$ cat src/hw/sop_pkg.sv
package sop_pkg;
  localparam int          CLK_MHZ      = 100;
  localparam int          RES_W        = 16;
  localparam int          FIFO_DEPTH   = 16;
  localparam int          CNT_W        = 12;
  localparam int          ACQ_TIME_NS  = 1000;
  localparam int          CONV_TIME_NS = 3000;
  localparam logic [11:0] ACQ_CYC      = 12'((ACQ_TIME_NS * CLK_MHZ + 999) / 1000);
  localparam logic [11:0] CONV_CYC     = 12'((CONV_TIME_NS * CLK_MHZ + 999) / 1000);
  localparam logic [1:0]  SCLK_DIV     = 2'h2;
  localparam logic [4:0]  FRAME_BITS   = 5'h10;
  localparam int          SER_DATA_BIT = 8;
  localparam int          SER_CLK_BIT  = 9;
  localparam int          SER_SYNC_BIT = 10;
  localparam int          SER_ERR_BIT  = 11;
  localparam int          HIZ_LO_BIT   = 12;
  localparam int          HIZ_HI_BIT   = 15;
  localparam logic [11:0] PIN_RST      = 12'h016;
  localparam logic [15:0] RESULT_RST   = 16'h0000;
  localparam logic [15:0] OE_OFF       = 16'hFFFF;

  typedef enum logic [1:0] {CV_ACQ, CV_WAIT, CV_CONV} sop_conv_e;

  typedef struct packed {
    logic conv_reset;
    logic port_select;
    logic clock_source_select;
    logic clock_edge_invert;
    logic frame_sync_polarity;
    logic output_coding_select;
    logic power_down_in;
    logic convert_start_n;
    logic read_mode_or_chain_in;
    logic cs_n;
    logic rd_n;
    logic sclk;
  } sop_pins_s;

  typedef struct packed {
    logic [15:0] data;
    logic [15:0] oe_n;
  } sop_bus_s;

  // High selects offset binary, low flips the sign bit for two's complement
  function automatic logic [15:0] sop_code(input logic [15:0] raw, input logic ob);
    sop_code = {raw[15] ^ ~ob, raw[14:0]};
  endfunction
endpackage

$ cat src/hw/sop_top.sv
`timescale 1ns/10ps
module sop_fifo #(
  parameter int W = 16,
  parameter int D = 16
) (
  input  wire logic         clk,
  input  wire logic         rst_n,
  input  wire logic         clr,
  input  wire logic         in_valid,
  output logic              in_ready,
  input  wire logic [W-1:0] in_data,
  output logic              out_valid,
  input  wire logic         out_ready,
  output logic      [W-1:0] out_data
);
  localparam int AW = $clog2(D);
  logic [W-1:0] mem_r [D];
  logic [W-1:0] mem_nxt [D];
  logic [AW:0]  wr_r, wr_nxt, rd_r, rd_nxt;
  logic         push, pop;

  assign in_ready  = (wr_r[AW] == rd_r[AW]) || (wr_r[AW-1:0] != rd_r[AW-1:0]);
  assign out_valid = wr_r != rd_r;
  assign out_data  = mem_r[rd_r[AW-1:0]];
  assign push      = in_valid && in_ready;
  assign pop       = out_valid && out_ready;

  always_comb begin
    mem_nxt = mem_r;
    wr_nxt  = wr_r;
    rd_nxt  = rd_r;
    if (clr) begin
      wr_nxt = '0;
      rd_nxt = '0;
    end else begin
      if (push) begin
        mem_nxt[wr_r[AW-1:0]] = in_data;
        wr_nxt                = wr_r + (AW+1)'(1);
      end
      if (pop) begin
        rd_nxt = rd_r + (AW+1)'(1);
      end
    end
  end

  always_ff @(posedge clk or negedge rst_n) begin
    if (!rst_n) begin
      wr_r <= '0;
      rd_r <= '0;
      for (int i = 0; i < D; i++) begin
        mem_r[i] <= '0;
      end
    end else begin
      wr_r  <= wr_nxt;
      rd_r  <= rd_nxt;
      mem_r <= mem_nxt;
    end
  end
endmodule // sop_fifo

module sop_top
  import sop_pkg::*;
(
  input  wire logic        REF_CLK,
  input  wire logic        RESETN,
  input  wire logic        CONV_RESET,
  input  wire logic        PORT_SELECT,
  input  wire logic        CLOCK_SOURCE_SELECT,
  input  wire logic        CLOCK_EDGE_INVERT,
  input  wire logic        FRAME_SYNC_POLARITY,
  input  wire logic        OUTPUT_CODING_SELECT,
  input  wire logic        POWER_DOWN_IN,
  input  wire logic        CONVERT_START_N,
  input  wire logic        READ_MODE_OR_CHAIN_IN,
  input  wire logic        CS_N,
  input  wire logic        RD_N,
  input  wire logic        SCLK_IN,
  input  wire logic [15:0] CORE_RESULT,
  output logic             CORE_HOLD,
  output logic             BUSY,
  output logic      [15:0] DATA_OUT,
  output logic      [15:0] DATA_OE_N
);
  logic [11:0] s1_r, s2_r;
  sop_pins_s   p;
  logic        sclk_d_r, cnv_d_r, rd_d_r;
  sop_conv_e   st_r, st_nxt;
  logic [11:0] cnt_r, cnt_nxt;
  logic        push, in_ready, f_valid, pop;
  logic [15:0] f_data;
  logic [15:0] sh_r, sh_nxt;
  logic        full_r, full_nxt, mact_r, mact_nxt, err_r, err_nxt, sclko_r, sclko_nxt;
  logic [4:0]  bits_r, bits_nxt;
  logic [1:0]  ph_r, ph_nxt, div_r, div_nxt;
  sop_bus_s    bus_r, bus_nxt;
  logic        ser, mst, slv, sel, tick, sedge, sreading, acq_end;

  always_ff @(posedge REF_CLK or negedge RESETN) begin
    if (!RESETN) begin
      s1_r <= PIN_RST;
      s2_r <= PIN_RST;
    end else begin
      s1_r <= {CONV_RESET, PORT_SELECT, CLOCK_SOURCE_SELECT, CLOCK_EDGE_INVERT, FRAME_SYNC_POLARITY,
               OUTPUT_CODING_SELECT, POWER_DOWN_IN, CONVERT_START_N, READ_MODE_OR_CHAIN_IN, CS_N, RD_N,
               SCLK_IN};
      s2_r <= s1_r;
    end
  end

  assign p   = sop_pins_s'(s2_r);
  assign ser = p.port_select;
  assign mst = ser && !p.clock_source_select;
  assign slv = ser && p.clock_source_select;
  assign sel = !p.cs_n && !p.rd_n;

  assign acq_end = (st_r == CV_ACQ) && (cnt_r == ACQ_CYC - 12'h001);

  always_comb begin
    st_nxt  = st_r;
    cnt_nxt = cnt_r;
    push    = 1'b0;
    unique case (st_r)
      CV_ACQ: begin
        if (!acq_end) begin
          cnt_nxt = cnt_r + 12'h001;
        // no new start in power down
        end else if (!p.power_down_in && in_ready) begin
          cnt_nxt = '0;
          st_nxt  = p.convert_start_n ? CV_WAIT : CV_CONV;
        end
      end
      CV_WAIT: begin
        if (cnv_d_r && !p.convert_start_n && !p.power_down_in && in_ready) begin
          st_nxt = CV_CONV;
        end
      end
      CV_CONV: begin
        cnt_nxt = cnt_r + 12'h001;
        if (cnt_r == CONV_CYC - 12'h001) begin
          push    = 1'b1;
          cnt_nxt = '0;
          st_nxt  = CV_ACQ;
        end
      end
    endcase
    if (p.conv_reset) begin
      st_nxt  = CV_ACQ;
      cnt_nxt = '0;
      push    = 1'b0;
    end
  end

  always_ff @(posedge REF_CLK or negedge RESETN) begin
    if (!RESETN) begin
      st_r     <= CV_ACQ;
      cnt_r    <= '0;
      sclk_d_r <= 1'b0;
      cnv_d_r  <= 1'b1;
      rd_d_r   <= 1'b1;
    end else begin
      st_r     <= st_nxt;
      cnt_r    <= cnt_nxt;
      sclk_d_r <= p.sclk;
      cnv_d_r  <= p.convert_start_n;
      rd_d_r   <= p.rd_n;
    end
  end

  assign CORE_HOLD = st_r == CV_CONV;
  assign BUSY      = (st_r == CV_CONV) || f_valid;
  assign pop       = f_valid && !full_r;

  sop_fifo #(.W(RES_W), .D(FIFO_DEPTH)) u_fifo (
    .clk       (REF_CLK),
    .rst_n     (RESETN),
    .clr       (p.conv_reset),
    .in_valid  (push),
    .in_ready  (in_ready),
    .in_data   (sop_code(CORE_RESULT, p.output_coding_select)),
    .out_valid (f_valid),
    .out_ready (!full_r),
    .out_data  (f_data)
  );

  assign tick     = div_r == SCLK_DIV - 2'h1;
  assign sedge    = !p.cs_n && (p.clock_edge_invert ? (sclk_d_r && !p.sclk) : (!sclk_d_r && p.sclk));
  assign sreading = slv && full_r && (bits_r != 5'h00);

  always_comb begin
    sh_nxt    = sh_r;
    full_nxt  = full_r;
    mact_nxt  = mact_r;
    bits_nxt  = bits_r;
    ph_nxt    = ph_r;
    err_nxt   = 1'b0;
    div_nxt   = tick ? 2'h0 : div_r + 2'h1;
    if (pop) begin
      sh_nxt   = f_data;
      full_nxt = 1'b1;
      bits_nxt = '0;
    end else if (!ser) begin
      if (!p.cs_n && p.rd_n && !rd_d_r) begin
        full_nxt = 1'b0;
      end
    end else if (slv) begin
      if (push && sreading) begin
        full_nxt = 1'b0;
        bits_nxt = '0;
        err_nxt  = 1'b1;
      end else if (sedge && full_r) begin
        sh_nxt   = {sh_r[14:0], p.read_mode_or_chain_in};
        bits_nxt = bits_r + 5'h01;
        if (bits_r == FRAME_BITS - 5'h01) begin
          full_nxt = 1'b0;
        end
      end
    end else if (!mact_r) begin
      if (sel && full_r && (p.read_mode_or_chain_in || st_r != CV_CONV)) begin
        mact_nxt = 1'b1;
        ph_nxt   = '0;
        bits_nxt = '0;
      end
    end else if (tick) begin
      ph_nxt = ph_r + 2'h1;
      if (ph_r == 2'h3) begin
        sh_nxt   = {sh_r[14:0], 1'b0};
        bits_nxt = bits_r + 5'h01;
        if (bits_r == FRAME_BITS - 5'h01) begin
          mact_nxt = 1'b0;
          full_nxt = 1'b0;
        end
      end
    end
    sclko_nxt = mact_nxt && (ph_nxt == 2'h1);
    if (p.conv_reset) begin
      full_nxt = 1'b0;
      mact_nxt = 1'b0;
      bits_nxt = '0;
    end
  end

  always_ff @(posedge REF_CLK or negedge RESETN) begin
    if (!RESETN) begin
      sh_r    <= RESULT_RST;
      full_r  <= 1'b0;
      mact_r  <= 1'b0;
      bits_r  <= '0;
      ph_r    <= '0;
      div_r   <= '0;
      err_r   <= 1'b0;
      sclko_r <= 1'b0;
    end else begin
      sh_r    <= sh_nxt;
      full_r  <= full_nxt;
      mact_r  <= mact_nxt;
      bits_r  <= bits_nxt;
      ph_r    <= ph_nxt;
      div_r   <= div_nxt;
      err_r   <= err_nxt;
      sclko_r <= sclko_nxt;
    end
  end

  always_comb begin
    bus_nxt.data = '0;
    bus_nxt.oe_n = OE_OFF;
    if (!ser) begin
      // full parallel word incl. bits 8-11
      bus_nxt.data = sh_r;
      bus_nxt.oe_n = sel ? ~OE_OFF : OE_OFF;
    end else begin
      bus_nxt.data[SER_DATA_BIT] = sh_r[15];
      bus_nxt.data[SER_CLK_BIT]  = sclko_r ^ p.clock_edge_invert;
      bus_nxt.data[SER_SYNC_BIT] = mact_r ^ p.frame_sync_polarity;
      bus_nxt.data[SER_ERR_BIT]  = err_r;
      if (sel) begin
        bus_nxt.oe_n[SER_DATA_BIT] = 1'b0;
        bus_nxt.oe_n[SER_CLK_BIT]  = !mst;
        bus_nxt.oe_n[SER_SYNC_BIT] = !mst;
        bus_nxt.oe_n[SER_ERR_BIT]  = !slv;
      end
      bus_nxt.oe_n[HIZ_HI_BIT:HIZ_LO_BIT] = OE_OFF[HIZ_HI_BIT:HIZ_LO_BIT];
    end
  end

  always_ff @(posedge REF_CLK or negedge RESETN) begin
    if (!RESETN) begin
      bus_r <= '{data: RESULT_RST, oe_n: OE_OFF};
    end else begin
      bus_r <= bus_nxt;
    end
  end

  assign DATA_OUT  = bus_r.data;
  assign DATA_OE_N = bus_r.oe_n;
endmodule // sop_top

$ cat config.mk
export PLATFORM = sky130hd
export DESIGN_NAME = sop_top
export DESIGN_NICKNAME = d
export VERILOG_FILES = /design/src/hw/sop_pkg.sv /design/src/hw/sop_top.sv
export SDC_FILE = /design/constraint.sdc
export NUM_CORES = 1
export LEC_CHECK = 0
export ABC_AREA = 1
export BUFFER_PORTS_ARGS = -buffer_cell sky130_fd_sc_hd__buf_4
export CORE_MARGIN = 1.5
export CORE_UTILIZATION = 51
export DETAILED_ROUTE_END_ITERATION = 10
export PLACE_DENSITY_LB_ADDON = 0.05
export SLEW_MARGIN = 30
export SYNTH_ARGS = -nofsm -noshare
export SYNTH_HDL_FRONTEND = slang
export SYNTH_SLANG_ARGS = --single-unit
export TNS_END_PERCENT = 100
$ cat constraint.sdc
create_clock -name REF_CLK -period 3.05 [get_ports REF_CLK]
set_input_delay 0.305 -clock REF_CLK [delete_from_list [all_inputs] [get_ports REF_CLK]]
set_output_delay 0.305 -clock REF_CLK [all_outputs]
set_load 0.005 [all_outputs]
==> metrics list <==
- Result of the run: finished, final reports clean
- Headroom to the max-slew limit came out at 50.0%.
- Counting the buffers created by CTS gives 40.
- Worst skew pair latency: 0.56 ns
- The final critical path takes up 82.1% of the cycle.
- Critical path's slowest cell: sky130_fd_sc_hd__dfrtp_1
* Via count: 15800
- Routed wire length: 53.5 mm
* Post-detailed-route wirelength per cell: 19.0 um
- Cells fill 57.8% of the core in the end.
* CP max FO: 43
- After floorplanning, the core was sized to cover 0.0344 mm2.
- Counting tap cells, the placed design contains a total of 2734 instances.
* Chip height: 189 um
- Setup violations remaining at the end of the flow were counted as 0.
- Compound-Gate Fraction of Synth Area: 6.05%
* Post-cts repair resize count: 0
- STA puts the critical path data arrival time at 2.93 ns.
- Leading cell types in the layout, fill and taps excluded: sky130_fd_sc_hd__nand2_1, sky130_fd_sc_hd__dfrtp_1, sky130_fd_sc_hd__nand3_1, sky130_fd_sc_hd__nor2_1, sky130_fd_sc_hd__o21ai_0
* Post-synthesis cell type count: 36
- Final worst slack: 0.546 ns
- CTS HTree Levels: 2
- The first global-routing pass estimated 86.0 mm of wire.
- Most frequent cell on the critical path: sky130_fd_sc_hd__nand2_1
- Slew at the pin closest to its max-slew limit: 0.747 ns
* RD Place Congestion: 0.890
* GRT overflow: 0
* Final-layout fill cell count: 3226
- Rows: 68
* Final sum of negative setup slack: 0 ns
- Crit end category: flop
* Overall track demand over capacity in global routing: 30.6%
* Power Dens Cells: 540 mW/mm2
- Clock skew on the completed layout was measured at 0.0317 ns.
- The floorplan step defined a die boundary enclosing 0.0359 mm2.
- Worst-case hold slack: 0.147 ns
- IR analysis of the VDD net gives a maximum drop of 474 uV.
- Across the whole layout, storage elements account for 0.00893 mm2.
* PortBufs: 63
- Antenna violations before repair: 0
- Commonest non-fill, non-tap cell in the layout: sky130_fd_sc_hd__nand2_1
- Average footprint of a synthesized cell: 7.59 um2
* Sequence of cells on the critical path: inv_1, ha_1, inv_1, nor3_2, nand2_1, inv_8, buf_4, nand2_2, nand2_1, nand2_1
- Maximum single-stage delay on the critical path: 0.41 ns
- Via density per instance: 5.60
- Total count of hold-check failures in the final report: 0
* Max-cap viol count: 0
* Achievable clock frequency: 399 MHz
- The initial utilization of the core area, before any placement, comes to 51.5%.
* Worst Hold Depth: 3
- For flop-to-flop paths, the worst setup slack is 0.55 ns.
- Before CTS, the worst setup slack after placement is 0.567 ns.
* Gate count of the mapped netlist: 2334
* Total number of yosys warnings: 0
* Ports: 64
- First-pass DRT Iterations: 6
- Endpoint of the worst hold-timing path: u_fifo.mem_r[24]
- The finished layout holds 2819 standard cells, fillers aside.
- Top cells by area in the synthesized netlist: sky130_fd_sc_hd__dfrtp_1, sky130_fd_sc_hd__nand2_1, sky130_fd_sc_hd__nand3_1
* Fraction of layout instances using a drive strength above 1: 9.43%
- Net count of the finished layout: 2377
* Crit Path Category: reg -> reg
* Sequential area share after synthesis: 50.4%
- The worst setup path is launched from a flop.
* Data required time at the worst endpoint: 3.48 ns
- The HPWL after detailed placement is 33.1 mm.
- Entering global routing, the biggest net connects 127 pins.
- Static leakage: 9.40 nW
- Chip Width: 189 um
* Hold path startpoint: CORE_RESULT[8]
- Once placement finished, the instance area stood at 0.0184 mm2.
- The number of global-route vias before repair came to 15156.
* Clock tree root driver cell: sky130_fd_sc_hd__clkbuf_16
- PnR Total Power: 10.7 mW
* Simple-gate area share of the yosys netlist: 35.0%
* Number of antenna diodes: 0
* Nets in the synthesized netlist: 2377
* Parity-gate share of the synthesized area counting xor and xnor cells: 0.544%
- Synth area leader: sky130_fd_sc_hd__dfrtp_1
* Post-layout min period: 2.50 ns
- Hold Crit Class: in -> reg
- The startpoint identified for the worst register-to-register timing path is st_r[0].
* Footprint of the multi-input gates: 0.00753 mm2
- After synthesis, the largest family of logic cells by area is simple AND/OR/NAND/NOR gates.
- Max-slew violation count: 0
- After clock tree synthesis, the clock-pin slew on the worst setup and hold paths is 0.06 ns.
- TritonCTS built the clock tree.
* Share of the synthesized area in the top cell type: 48.6%
* FF-to-FF End: u_fifo.mem_r[170]
- The mapped netlist covers 0.0177 mm2.
- Setup repair after global routing left no endpoint under its margin.
* Total of flip-flops plus latches after synthesis: 356
- Final instance area: 0.0199 mm2
- Post-synthesis share of cell area spent on full adders, half adders and majority gates: 0.918%
- Drt initial violations: 1572
- In the routed design, unresolved DRC markers number 0.
- From synthesis to final layout, the design area changed by 12.2%.
- Clock tree synthesis found a total of 356 sinks.
- Share of synthesized area spent on multiplexers: 0%
- Remaining antenna violation count after routing: 0
- The longest clock path from root to sink contains 3 buffers.
- The worst register-to-register path has a depth of 10.
[report_power, final]
part / switching [mW] / internal (mW)
sequential: 0.101 / 4.85
clock: 2.00 / 3.00
combinational: 0.523 / 0.258
[worst max-delay path by stage]
stage | to | slack [ns] | cells after the start | start
floorplan | u_fifo.mem_r[198] | 1.14 | 11 | st_r[0]
global placement | u_fifo.mem_r[120] | 0.62 | 10 | st_r[0]
detailed placement | u_fifo.mem_r[100] | 0.57 | 10 | st_r[0]
CTS | u_fifo.mem_r[170] | 0.57 | 10 | st_r[0]
global route | u_fifo.mem_r[172] | 0.29 | 10 | st_r[0]
finish | u_fifo.mem_r[170] | 0.55 | 10 | st_r[0]
[synthesized netlist by cell type]
library cell                 n
sky130_fd_sc_hd__nor3b_1     1
sky130_fd_sc_hd__inv_2       7
sky130_fd_sc_hd__or2_2       2
sky130_fd_sc_hd__buf_1      20
sky130_fd_sc_hd__buf_6       9
sky130_fd_sc_hd__clkbuf_1   74
sky130_fd_sc_hd__nor4_1      1
sky130_fd_sc_hd__buf_2      24
sky130_fd_sc_hd__nand3_1   340
sky130_fd_sc_hd__dfrtp_1   344
sky130_fd_sc_hd__nand3_2     1
sky130_fd_sc_hd__nor3_2      2
sky130_fd_sc_hd__nand4_1    13
sky130_fd_sc_hd__nor3_1     10
sky130_fd_sc_hd__nand3b_1    4
sky130_fd_sc_hd__nor2_1    272
sky130_fd_sc_hd__nand2_4    10
sky130_fd_sc_hd__ha_1       13
sky130_fd_sc_hd__buf_8       1
sky130_fd_sc_hd__nor2b_1     2
sky130_fd_sc_hd__a21oi_1     8
sky130_fd_sc_hd__o31ai_1     1
sky130_fd_sc_hd__nand2_1   823
sky130_fd_sc_hd__xor2_1      6
sky130_fd_sc_hd__buf_4      41
sky130_fd_sc_hd__nand2_2     6
sky130_fd_sc_hd__clkinv_1    3
sky130_fd_sc_hd__dfstp_2    12
sky130_fd_sc_hd__o21ai_1     1
sky130_fd_sc_hd__nor2_2      1
sky130_fd_sc_hd__o22ai_1    11
sky130_fd_sc_hd__inv_1      86
sky130_fd_sc_hd__o21ai_0   160
sky130_fd_sc_hd__xnor2_1     5
sky130_fd_sc_hd__o211ai_1   18
sky130_fd_sc_hd__o21bai_1    2
[logic make-up (layout without fill, tap and decap cells)]
| family | count (synthesis) | count (layout) |
|---|---|---|
| AO/OA/AOI/OAI | 201 | 201 |
| AND/OR/NAND/NOR | 1488 | 1488 |
| XOR/XNOR | 11 | 11 |
| buffers and inverters | 265 | 295 |
| adder cells (fa/ha/maj) | 13 | 13 |
| flip-flops | 356 | 356 |
[worst max-delay path: cells and delay by family (launching register included)]
kind                       cells  cell delay [ns]
buffers and inverters          4             0.84
and+or+nand+nor                5             0.77
DFF                            1             0.41
adders and majority gates      1             0.33
[what timing repair did]
item,4_1_cts,5_1_grt
setup buffers,0,0
setup endpoints to repair,0,0
hold endpoints to repair,61,0
hold buffers,13,0
[layout make-up]
| class | count | share of cell area (%) |
|---|---|---|
| Inverter | 96 | 1.86 |
| Clock inverter | 16 | 1.01 |
| Clock buffer | 56 | 5.85 |
| Timing Repair Buffer | 127 | 5.57 |
| Tap cell | 455 | 2.87 |
| Multi-Input combinational cell | 1713 | 37.9 |
| Sequential cell | 356 | 44.9 |
[sequential cells by signal (all words and copies together) (netlist names)]
register	flops
DATA_OE_N	4
DATA_OUT	16
bits_r	5
cnt_r	12
cnv_d_r	1
div_r	2
err_r	1
full_r	1
mact_r	1
p	12
ph_r	2
rd_d_r	1
s1_r	12
sclk_d_r	1
sclko_r	1
sh_r	16
st_r	2
u_fifo.mem_r	256
u_fifo.rd_r	5
u_fifo.wr_r	5
[routing by layer]
| metal | GRT usage (%) | vias up | part of all wire, % |
|---|---|---|---|
| met1 | 43.0 | 7781 | 44 |
| met3 | 4.47 | 93 | 6.1 |
| met4 | 8.91 | 0 | 2.6 |
| li1 | - | 7447 | - |
| met5 | 0 | - | 0 |
| met2 | 49.2 | 479 | 47 |
No activity file was read; power rests on OpenSTA's default activity.
